### src/rtl/press_pkg.sv
// shared constants and types for the press contact sequence monitor
// assumes a single 200 MHz logic clock; all times are counted in that clock
package press_pkg;
  // clock period and the 1 ms tick that restart pulses are timed with
  localparam int unsigned CLOCK_PERIOD_NS = 32'h0000_0005;
  localparam int unsigned TICK_PERIOD_NS  = 32'h000F_4240;
  localparam int unsigned TICK_CYCLES     = TICK_PERIOD_NS / CLOCK_PERIOD_NS;

  // restart pulse limits in milliseconds (one tick = 1 ms)
  localparam logic [15:0] MIN_PULSE_SHORT_MS = 16'h0064;
  localparam logic [15:0] MIN_PULSE_LONG_MS  = 16'h015E;
  localparam logic [15:0] MAX_PULSE_MS       = 16'h7530;

  // bottom contact rising edges allowed per cycle
  localparam logic [1:0] SINGLE_RAMP_COUNT = 2'h1;
  localparam logic [1:0] MULTI_RAMP_LIMIT  = 2'h2;

  // monitoring phase; reset value is phase_init
  typedef enum logic [2:0] {
    PH_INIT = 3'b001,
    PH_SYNC = 3'b010,
    PH_RUN  = 3'b100
  } phase_t;
  localparam phase_t PHASE_RESET = PH_INIT;
endpackage

### src/rtl/restart_pulse_timer.sv
// restart pulse timer: qualifies a low-high-low pulse by its high time
// assumes restart_i is synchronous to clock_i; one-cycle valid_o at the fall
`timescale 1ns/1ps
module restart_pulse_timer #(
  parameter int unsigned TICK_CYCLES     = press_pkg::TICK_CYCLES,
  parameter logic [15:0] MIN_SHORT_TICKS = press_pkg::MIN_PULSE_SHORT_MS,
  parameter logic [15:0] MIN_LONG_TICKS  = press_pkg::MIN_PULSE_LONG_MS,
  parameter logic [15:0] MAX_TICKS       = press_pkg::MAX_PULSE_MS
) (
  input  wire logic clock_i,
  input  wire logic sys_rst_i,
  input  wire logic restart_i,
  input  wire logic long_min_i,
  output logic      valid_o
);
  typedef struct packed {
    logic        prev;
    logic [31:0] prescale;
    logic [15:0] ticks;
    logic        valid;
  } timer_t;

  timer_t      st;
  timer_t      next_st;
  logic [15:0] min_ticks;

  assign min_ticks = long_min_i ? MIN_LONG_TICKS : MIN_SHORT_TICKS;

  // count whole ticks of high time; saturate at the upper limit so a stuck input cannot wrap
  always_comb begin
    next_st       = st;
    next_st.prev  = restart_i;
    next_st.valid = 1'b0;
    if (restart_i && !st.prev) begin
      next_st.prescale = 32'h0000_0000;
      next_st.ticks    = 16'h0000;
    end else if (restart_i) begin
      if (st.prescale == 32'(TICK_CYCLES - 1)) begin // RL22
        next_st.prescale = 32'h0000_0000;
        if (st.ticks < MAX_TICKS) begin
          next_st.ticks = st.ticks + 16'h0001;
        end
      end else begin
        next_st.prescale = st.prescale + 32'h0000_0001;
      end
    end else if (st.prev) begin
      next_st.valid = (st.ticks >= min_ticks) && (st.ticks < MAX_TICKS); // RL2 RL3
    end
  end

  always_ff @(posedge clock_i or posedge sys_rst_i) begin
    if (sys_rst_i) begin
      st <= '0;
    end else begin
      st <= next_st;
    end
  end

  assign valid_o = st.valid;
endmodule

### src/rtl/press_contact_sequence_monitor.sv
// press contact sequence monitor: crank contact order, upstroke, faults, restart
// assumes all inputs synchronous to clock_i; configuration held static while running
//
// Function
// [RL1] restart input usable only when enabled
// [RL2] clear pulse high at least 100/350 ms
// [RL3] too short or over 30 s ignored
// [RL4] one overtravel pulse per press cycle
// [RL5] overtravel rises before top contact falls
// [RL6] overtravel falls after top contact rises
// [RL7] bottom rise with top high marks bottom
// [RL8] single mode: exactly one bottom rise
// [RL9] bad edge order sets sequence fault
// [RL10] multi mode accepts zero to two rises
// [RL11] first bottom rise raises upstroke
// [RL12] multi mode: bottom fall ends upstroke
// [RL13] bottom rises near 180 with top high
// [RL14] bottom low at every top rise
// [RL15] optional error flag mirrors any fault
// [RL16] overtravel checks only when enabled
// [RL17] reset pending while any fault latched
// [RL18] drive command must cover overtravel fall
// [RL19] stop input blanks enable, top, upstroke
// [RL20] bottom high at start: no upstroke first cycle
// [RL21] edges from one-cycle-old samples
// [RL22] restart pulse timed by tick counter
`timescale 1ns/1ps
module press_contact_sequence_monitor #(
  parameter int unsigned TICK_CYCLES     = press_pkg::TICK_CYCLES,
  parameter logic [15:0] MIN_SHORT_TICKS = press_pkg::MIN_PULSE_SHORT_MS,
  parameter logic [15:0] MIN_LONG_TICKS  = press_pkg::MIN_PULSE_LONG_MS,
  parameter logic [15:0] MAX_TICKS       = press_pkg::MAX_PULSE_MS
) (
  input  wire logic clock_i,
  input  wire logic sys_rst_i,
  input  wire logic top_dead_centre_contact_i,
  input  wire logic bottom_dead_centre_contact_i,
  input  wire logic overtravel_contact_i,
  input  wire logic drive_command_i,
  input  wire logic run_permit_i,
  input  wire logic restart_i,
  input  wire logic cfg_restart_en_i,
  input  wire logic cfg_multi_ramp_i,
  input  wire logic cfg_long_min_pulse_i,
  input  wire logic cfg_error_flag_en_i,
  input  wire logic cfg_overtravel_en_i,
  output logic      press_enable_o,
  output logic      top_o,
  output logic      upstroke_o,
  output logic      reset_pending_o,
  output logic      sequence_fault_o,
  output logic      overtravel_fault_o,
  output logic      error_flag_o
);
  typedef struct packed {
    press_pkg::phase_t phase;
    logic              tdc_q;
    logic              bdc_q;
    logic              ot_q;
    logic              drv_q;
    logic [1:0]        ramp_cnt;
    logic [1:0]        ot_cnt;
    logic              armed;
    logic              drv_seen;
    logic              top;
    logic              upstroke;
    logic              seq_fault;
    logic              ot_fault;
    logic              enable;
    logic              err_flag;
  } mon_t;

  mon_t mon;
  mon_t next_mon;
  logic clear_ok;
  logic clear;
  logic tdc_rise;
  logic tdc_fall;
  logic bdc_rise;
  logic bdc_fall;
  logic ot_rise;
  logic ot_fall;
  logic seq_err;
  logic ot_err;

  restart_pulse_timer #(
    .TICK_CYCLES    (TICK_CYCLES),
    .MIN_SHORT_TICKS(MIN_SHORT_TICKS),
    .MIN_LONG_TICKS (MIN_LONG_TICKS),
    .MAX_TICKS      (MAX_TICKS)
  ) u_restart (
    .clock_i   (clock_i),
    .sys_rst_i (sys_rst_i),
    .restart_i (restart_i),
    .long_min_i(cfg_long_min_pulse_i),
    .valid_o   (clear_ok)
  );

  // without the restart option only a full reset clears faults
  assign clear = clear_ok && cfg_restart_en_i; // RL1

  // edges against last cycle's samples
  assign tdc_rise = top_dead_centre_contact_i && !mon.tdc_q; // RL21
  assign tdc_fall = !top_dead_centre_contact_i && mon.tdc_q;
  assign bdc_rise = bottom_dead_centre_contact_i && !mon.bdc_q;
  assign bdc_fall = !bottom_dead_centre_contact_i && mon.bdc_q;
  assign ot_rise  = overtravel_contact_i && !mon.ot_q;
  assign ot_fall  = !overtravel_contact_i && mon.ot_q;

  // sequence checks; only live once a whole cycle is being tracked
  always_comb begin
    seq_err = 1'b0;
    ot_err  = 1'b0;
    if (mon.phase == press_pkg::PH_RUN && run_permit_i) begin
      if (tdc_rise && bottom_dead_centre_contact_i) begin
        seq_err = 1'b1; // RL14
      end
      if (bdc_rise && !top_dead_centre_contact_i) begin
        seq_err = 1'b1; // RL7 RL13
      end
      if (bdc_rise && !cfg_multi_ramp_i && mon.ramp_cnt >= press_pkg::SINGLE_RAMP_COUNT) begin
        seq_err = 1'b1; // RL8
      end
      if (bdc_rise && cfg_multi_ramp_i && mon.ramp_cnt >= press_pkg::MULTI_RAMP_LIMIT) begin
        seq_err = 1'b1; // RL10
      end
      if (tdc_fall && !cfg_multi_ramp_i && mon.ramp_cnt == 2'h0) begin
        seq_err = 1'b1; // RL8 RL9
      end
      if (cfg_overtravel_en_i) begin // RL16
        if (tdc_fall && !overtravel_contact_i) begin
          seq_err = 1'b1; // RL5
        end
        if (ot_fall && !top_dead_centre_contact_i) begin
          seq_err = 1'b1; // RL6
        end
        if ((ot_rise && mon.ot_cnt != 2'h0) || (tdc_fall && mon.ot_cnt == 2'h0 && !ot_rise)) begin
          seq_err = 1'b1; // RL4
        end
        if (ot_fall && !drive_command_i && !mon.drv_seen) begin
          ot_err = 1'b1; // RL18
        end
      end
    end
  end

  // next state; a new fault beats a clear arriving in the same cycle
  always_comb begin
    next_mon           = mon;
    next_mon.tdc_q     = top_dead_centre_contact_i;
    next_mon.bdc_q     = bottom_dead_centre_contact_i;
    next_mon.ot_q      = overtravel_contact_i;
    next_mon.drv_q     = drive_command_i;
    next_mon.seq_fault = (mon.seq_fault && !clear) || seq_err; // RL9
    next_mon.ot_fault  = (mon.ot_fault && !clear) || ot_err;   // RL18
    if (!run_permit_i || next_mon.seq_fault || next_mon.ot_fault) begin
      // stop or fault: outputs blanked, tracking restarts from a fresh sample later
      next_mon.phase    = press_pkg::PH_INIT; // RL19
      next_mon.top      = 1'b0;
      next_mon.upstroke = 1'b0;
    end else begin
      unique case (mon.phase)
        press_pkg::PH_INIT: begin
          // contact levels taken as found; a bottom already made spoils this cycle
          next_mon.phase    = press_pkg::PH_SYNC;
          next_mon.armed    = !bottom_dead_centre_contact_i; // RL20
          next_mon.top      = top_dead_centre_contact_i;
          next_mon.upstroke = 1'b0;
          next_mon.ramp_cnt = 2'h0;
          next_mon.ot_cnt   = 2'h0;
          next_mon.drv_seen = drive_command_i;
        end
        press_pkg::PH_SYNC, press_pkg::PH_RUN: begin
          if (tdc_rise) begin
            next_mon.phase    = press_pkg::PH_RUN;
            next_mon.top      = 1'b1;
            next_mon.ramp_cnt = 2'h0;
            next_mon.drv_seen = 1'b0;
          end
          if (drive_command_i && !mon.drv_q && mon.top) begin
            next_mon.drv_seen = 1'b1; // RL18
          end
          if (ot_rise && mon.ot_cnt != 2'h3) begin
            next_mon.ot_cnt = mon.ot_cnt + 2'h1;
          end
          if (bdc_rise && top_dead_centre_contact_i) begin
            if (mon.ramp_cnt != 2'h3) begin
              next_mon.ramp_cnt = mon.ramp_cnt + 2'h1; // RL7
            end
            if (mon.ramp_cnt == 2'h0 && mon.armed) begin
              next_mon.upstroke = 1'b1; // RL11
            end
          end
          if (bdc_fall && cfg_multi_ramp_i) begin
            next_mon.upstroke = 1'b0; // RL12
          end
          if (tdc_fall) begin
            next_mon.top      = 1'b0;
            next_mon.upstroke = 1'b0;
            next_mon.armed    = 1'b1; // RL20
            next_mon.ot_cnt   = ot_rise ? 2'h1 : 2'h0;
          end
        end
      endcase
    end
    next_mon.enable   = run_permit_i && !next_mon.seq_fault && !next_mon.ot_fault; // RL17 RL19
    next_mon.err_flag = cfg_error_flag_en_i && (next_mon.seq_fault || next_mon.ot_fault); // RL15
  end

  always_ff @(posedge clock_i or posedge sys_rst_i) begin
    if (sys_rst_i) begin
      mon       <= '0;
      mon.phase <= press_pkg::PHASE_RESET;
    end else begin
      mon <= next_mon;
    end
  end

  // outputs straight from flops, except reset_pending_o, the OR of the two fault flops
  assign press_enable_o     = mon.enable;
  assign top_o              = mon.top;
  assign upstroke_o         = mon.upstroke;
  assign sequence_fault_o   = mon.seq_fault;
  assign overtravel_fault_o = mon.ot_fault;
  assign reset_pending_o    = mon.seq_fault || mon.ot_fault; // RL17
  assign error_flag_o       = mon.err_flag;
endmodule

### config.mk
export PLATFORM = sky130hd
export DESIGN_NAME = press_contact_sequence_monitor
export DESIGN_NICKNAME = d
export VERILOG_FILES = /design/src/rtl/press_pkg.sv /design/src/rtl/restart_pulse_timer.sv /design/src/rtl/press_contact_sequence_monitor.sv
export SDC_FILE = /design/constraint.sdc
export NUM_CORES = 1
export LEC_CHECK = 0
export ABC_AREA = 1
export BUFFER_PORTS_ARGS = -buffer_cell sky130_fd_sc_hd__buf_2
export CAP_MARGIN = 30
export CORE_MARGIN = 1.5
export CORE_UTILIZATION = 62
export DETAILED_ROUTE_END_ITERATION = 8
export PLACE_DENSITY = 0.79
export SKIP_CTS_REPAIR_TIMING = 1
export SYNTH_ARGS = -nofsm -noshare
export SYNTH_HDL_FRONTEND = slang
export SYNTH_HIERARCHICAL = 1
export SYNTH_SLANG_ARGS = --single-unit
### constraint.sdc
create_clock -name clock_i -period 1.93 [get_ports clock_i]
set_clock_uncertainty 0.15 [all_clocks]
set_input_delay 0 -clock clock_i [delete_from_list [all_inputs] [get_ports clock_i]]
set_output_delay 0 -clock clock_i [all_outputs]
set_load 0.05 [all_outputs]
==> summary.txt <==
Routing
  • Via-to-Cell Ratio: 5.36
  • ANT nets after route: 0
  • Vias: around 4500
  • First-pass DRT Iterations: 5
  • 1st-iter DRT viols: ~290
  • Routed len/inst: 13.8 um
  • Final WL: approximately 12 mm
  • Residual DRC count: 0

Timing
  • TNS Setup: -0.0207 ns
  • Endpoints failing hold: 0
  • Rel. slew slack: 51.1%
  • Worst Max-Slew Pin Slew: 0.733 ns
  • Slew Limit Fails: 0
  • Fmax: 514 MHz
  • Final setup violation count: 2
  • Final period util: 101%
  • RSZ-0062 raised after global routing: yes
  • Setup ws final: -0.0159 ns
  • Fin crit period: between 1.5 and 2 ns

Place
  • IO buf count: 19
  • GPL Wtd Cong: 0.943
  • Post-Place Worst Slack: -0.0188 ns
  • Post-DP HPWL: 7.80 mm

Power and ir drop
  • Tot Pwr: between 3 and 4 mW
  • Pwr dens: 715 mW/mm2
  • Switching power: 1.22 mW
  • Pint: 2.64 mW
  • Worst VDD drop: 413 uV
  • Static Leak: ~2.6 nW
  • Combinational power share: 20.2%
  • Sw frac: 31.7%
  • Clock power share: 34.9%
  • Seq pwr share: 45.0%

Setup path
  • Worst path required time: a little over 2 ns
  • Critical path type: flip-flop to flip-flop
  • Crit. End Element: flip-flop
  • Crit path DAT: 2.05 ns
  • Element type at the critical path start: flip-flop
  • CP max FO: 6

Floorplan
  • Num rows: 31
  • Core footprint: approximately 0.0072 mm2
  • # IOs: 20
  • Die Area: just under 0.008 mm2
  • Die height: 89.2 um
  • Die X: 89.2 um
  • Initial Util: 63.8%

Logic synthesis
  • Yosys warns: 6
  • Synth Instances: 681
  • Leading post-synthesis cells by cell area: dfrtp_1 (37%), nand2_1 (17%), nor2_1 (10%)
  • EDFF count, synth: 0
  • Net Count, Synth: 709
  • Area share of the largest cell type after synthesis: 37.0%
  • Yosys cell types: 40
  • Async set or reset register ratio after synthesis: 100%
  • Dominant synthesized flop cell: dfrtp_1
  • Sequential fraction of the synthesis area: 37.5%
  • Number of synthesized register bits: between 60 and 70
  • Netlist Area Pre-Place: 0.00460 mm2
  • Syn Area/Cell: 6.76 um2
  • Area leader, netlist: dfrtp_1

Clock network
  • CTS sink count: 69
  • Clock Latency Late Sink: roughly 0.36 ns
  • CTS Buf Count: 9
  • CTS root buffer: clkbuf_8
  • Clock H-tree levels: 3
  • Worst-path clk slew: 0.08 ns
  • CTS tree: yes
  • Clock Tree Buf Depth: 2

Finish
  • Sequential standard cell area: 0.00173 mm2
  • Area of the multi-input gates: roughly 0.0026 mm2
  • Diodes inserted: 0
  • Area Growth Syn to Fin: 17.3%
  • Layout cells sized above 1: 14.1%
  • Final Net Count: 763
  • Fill cells: 572

Global routing
  • Overall Global Routing Usage: 29.1%
  • First-pass GRT wire length: 17.9 mm
  • Pin count of the biggest net entering global routing: 51
  • Initial antenna violation count: 0
  • Total global routing overflow: 0
  • Vias in the first global route: 4084

Run status
  • Status: finished, violations left
  • Failing checks: setup timing

Min path
  • Worst hold path type: input port to flip-flop

Run
  • Maxcap violations: 0
==> layout make-up <==
class | count | share of cell area, %
clock buffers | 11 | 2.62
clock inverters | 5 | 1.55
inverters | 86 | 6.21
multi-input cells | 515 | 47.5
flip-flops and latches | 69 | 32.0
well taps | 99 | 2.29
repair buffers | 54 | 7.78
==> sequential cells by signal, indices dropped and copies added (netlist names) <==
register	cells
top_o	1
error_flag_o	1
press_enable_o	1
overtravel_fault_o	1
mon	13
upstroke_o	1
u_restart/st	49
u_restart/valid_o	1
sequence_fault_o	1
==> power by group through the flow <==
stage               Clock (mW)  Sequential, mW  Combinational (mW)
floorplan                    0            1.73               0.499
global placement             0            1.75               0.631
detailed placement           0            1.75               0.669
CTS                       1.37            1.73               0.679
global route              1.42            1.76               0.874
finish                    1.35            1.74               0.778
==> cells in the final DEF (no fill, tap or decap), types with 5 or more instances in the layout <==
cell type / synthesis / layout
nand2_1: 213 / 209
nor2_1: 127 / 125
inv_1: 79 / 75
dfrtp_1: 68 / 68
nand3_1: 44 / 41
nand4_1: 24 / 24
o21ai_0: 22 / 20
buf_2: 1 / 19
buf_4: 2 / 19
ha_1: 15 / 13
dlygate4sd3_1: 0 / 12
inv_2: 6 / 10
clkbuf_8: 0 / 10
xor2_1: 10 / 10
nand2_2: 6 / 9
a21oi_1: 9 / 8
nor2_4: 3 / 6
o21ai_1: 3 / 5
nor3_1: 6 / 5
xnor2_1: 5 / 5
==> critical path, stage by stage (launching register included) <==
cell and delay, ns:
dfrtp_1 0.38, inv_2 0.07, ha_1 0.21, o21ai_1 0.15
nand2_1 0.07, nand2_1 0.06, nand2_1 0.06, nand2_2 0.08
nand4_4 0.09, nor2_4 0.18, buf_4 0.18, nand2_1 0.05
nand2_1 0.05, nand2_1 0.05
==> stage by stage <==
stage	hold WS [ns]	instance area, um2	utilization, %	std cells
5_1_grt	0.0555	5400	74.9	839
3_3_place_gp	-0.0117	4830	66.9	797
4_1_cts	-0.380	5050	70.0	813
2_1_floorplan	-0.200	4600	-	681
6_report	0.00502	5400	74.9	839
3_5_place_dp	-0.00477	4830	66.9	797
==> cells by family after synthesis <==
group,Yosys count,share of synthesized area (%)
compound gates,42,5.05
xor+xnor,15,2.85
fa+ha+maj,15,4.08
buf+inv,98,8.89
flops,69,37.5
simple gates,442,41.6
==> synthesized netlist by cell type, types with 2 or more instances <==
cell type,number
a21oi_1,9
and3_1,2
buf_1,4
buf_4,2
buf_6,4
dfrtp_1,68
ha_1,15
inv_1,79
inv_2,6
nand2_1,213
nand2_2,6
nand2_4,3
nand3_1,44
nand3b_1,2
nand4_1,24
nor2_1,127
nor2_2,4
nor2_4,3
nor3_1,6
nor4_1,2
o211ai_1,2
o21ai_0,22
o21ai_1,3
o21bai_1,2
xnor2_1,5
xor2_1,10
==> worst paths after layout <==
kind                                                 from                      endpoint  slack, ns  cells past startpoint
worst min register to register         mon[6]$_DFFE_PP0P_            mon[6]$_DFFE_PP0P_       0.34                      2
worst min-delay path            top_dead_centre_contact_i             top_o$_DFFE_PP0P_      0.005                      5
worst max-delay path                  mon[10]$_DFFE_PP0P_            mon[6]$_DFFE_PP0P_      -0.02                     13
min in group asynchronous                       sys_rst_i            mon[7]$_DFFE_PP0P_       0.19                      3
max in group asynchronous                       sys_rst_i  u_restart/st[38]$_DFFE_PP0P_       0.96                      4
worst max register to register        mon[10]$_DFFE_PP0P_            mon[6]$_DFFE_PP0P_      -0.02                     13
==> per-layer routing <==
layer  GRT usage, %  routed length, um  up-vias
met5              0                  0        -
met4           12.9                281        0
met3           3.79                461       26
met2           51.2               6000      133
met1           35.6               4810     2092
li1               -                  -     2250
Power figures use the tool's default switching activity.
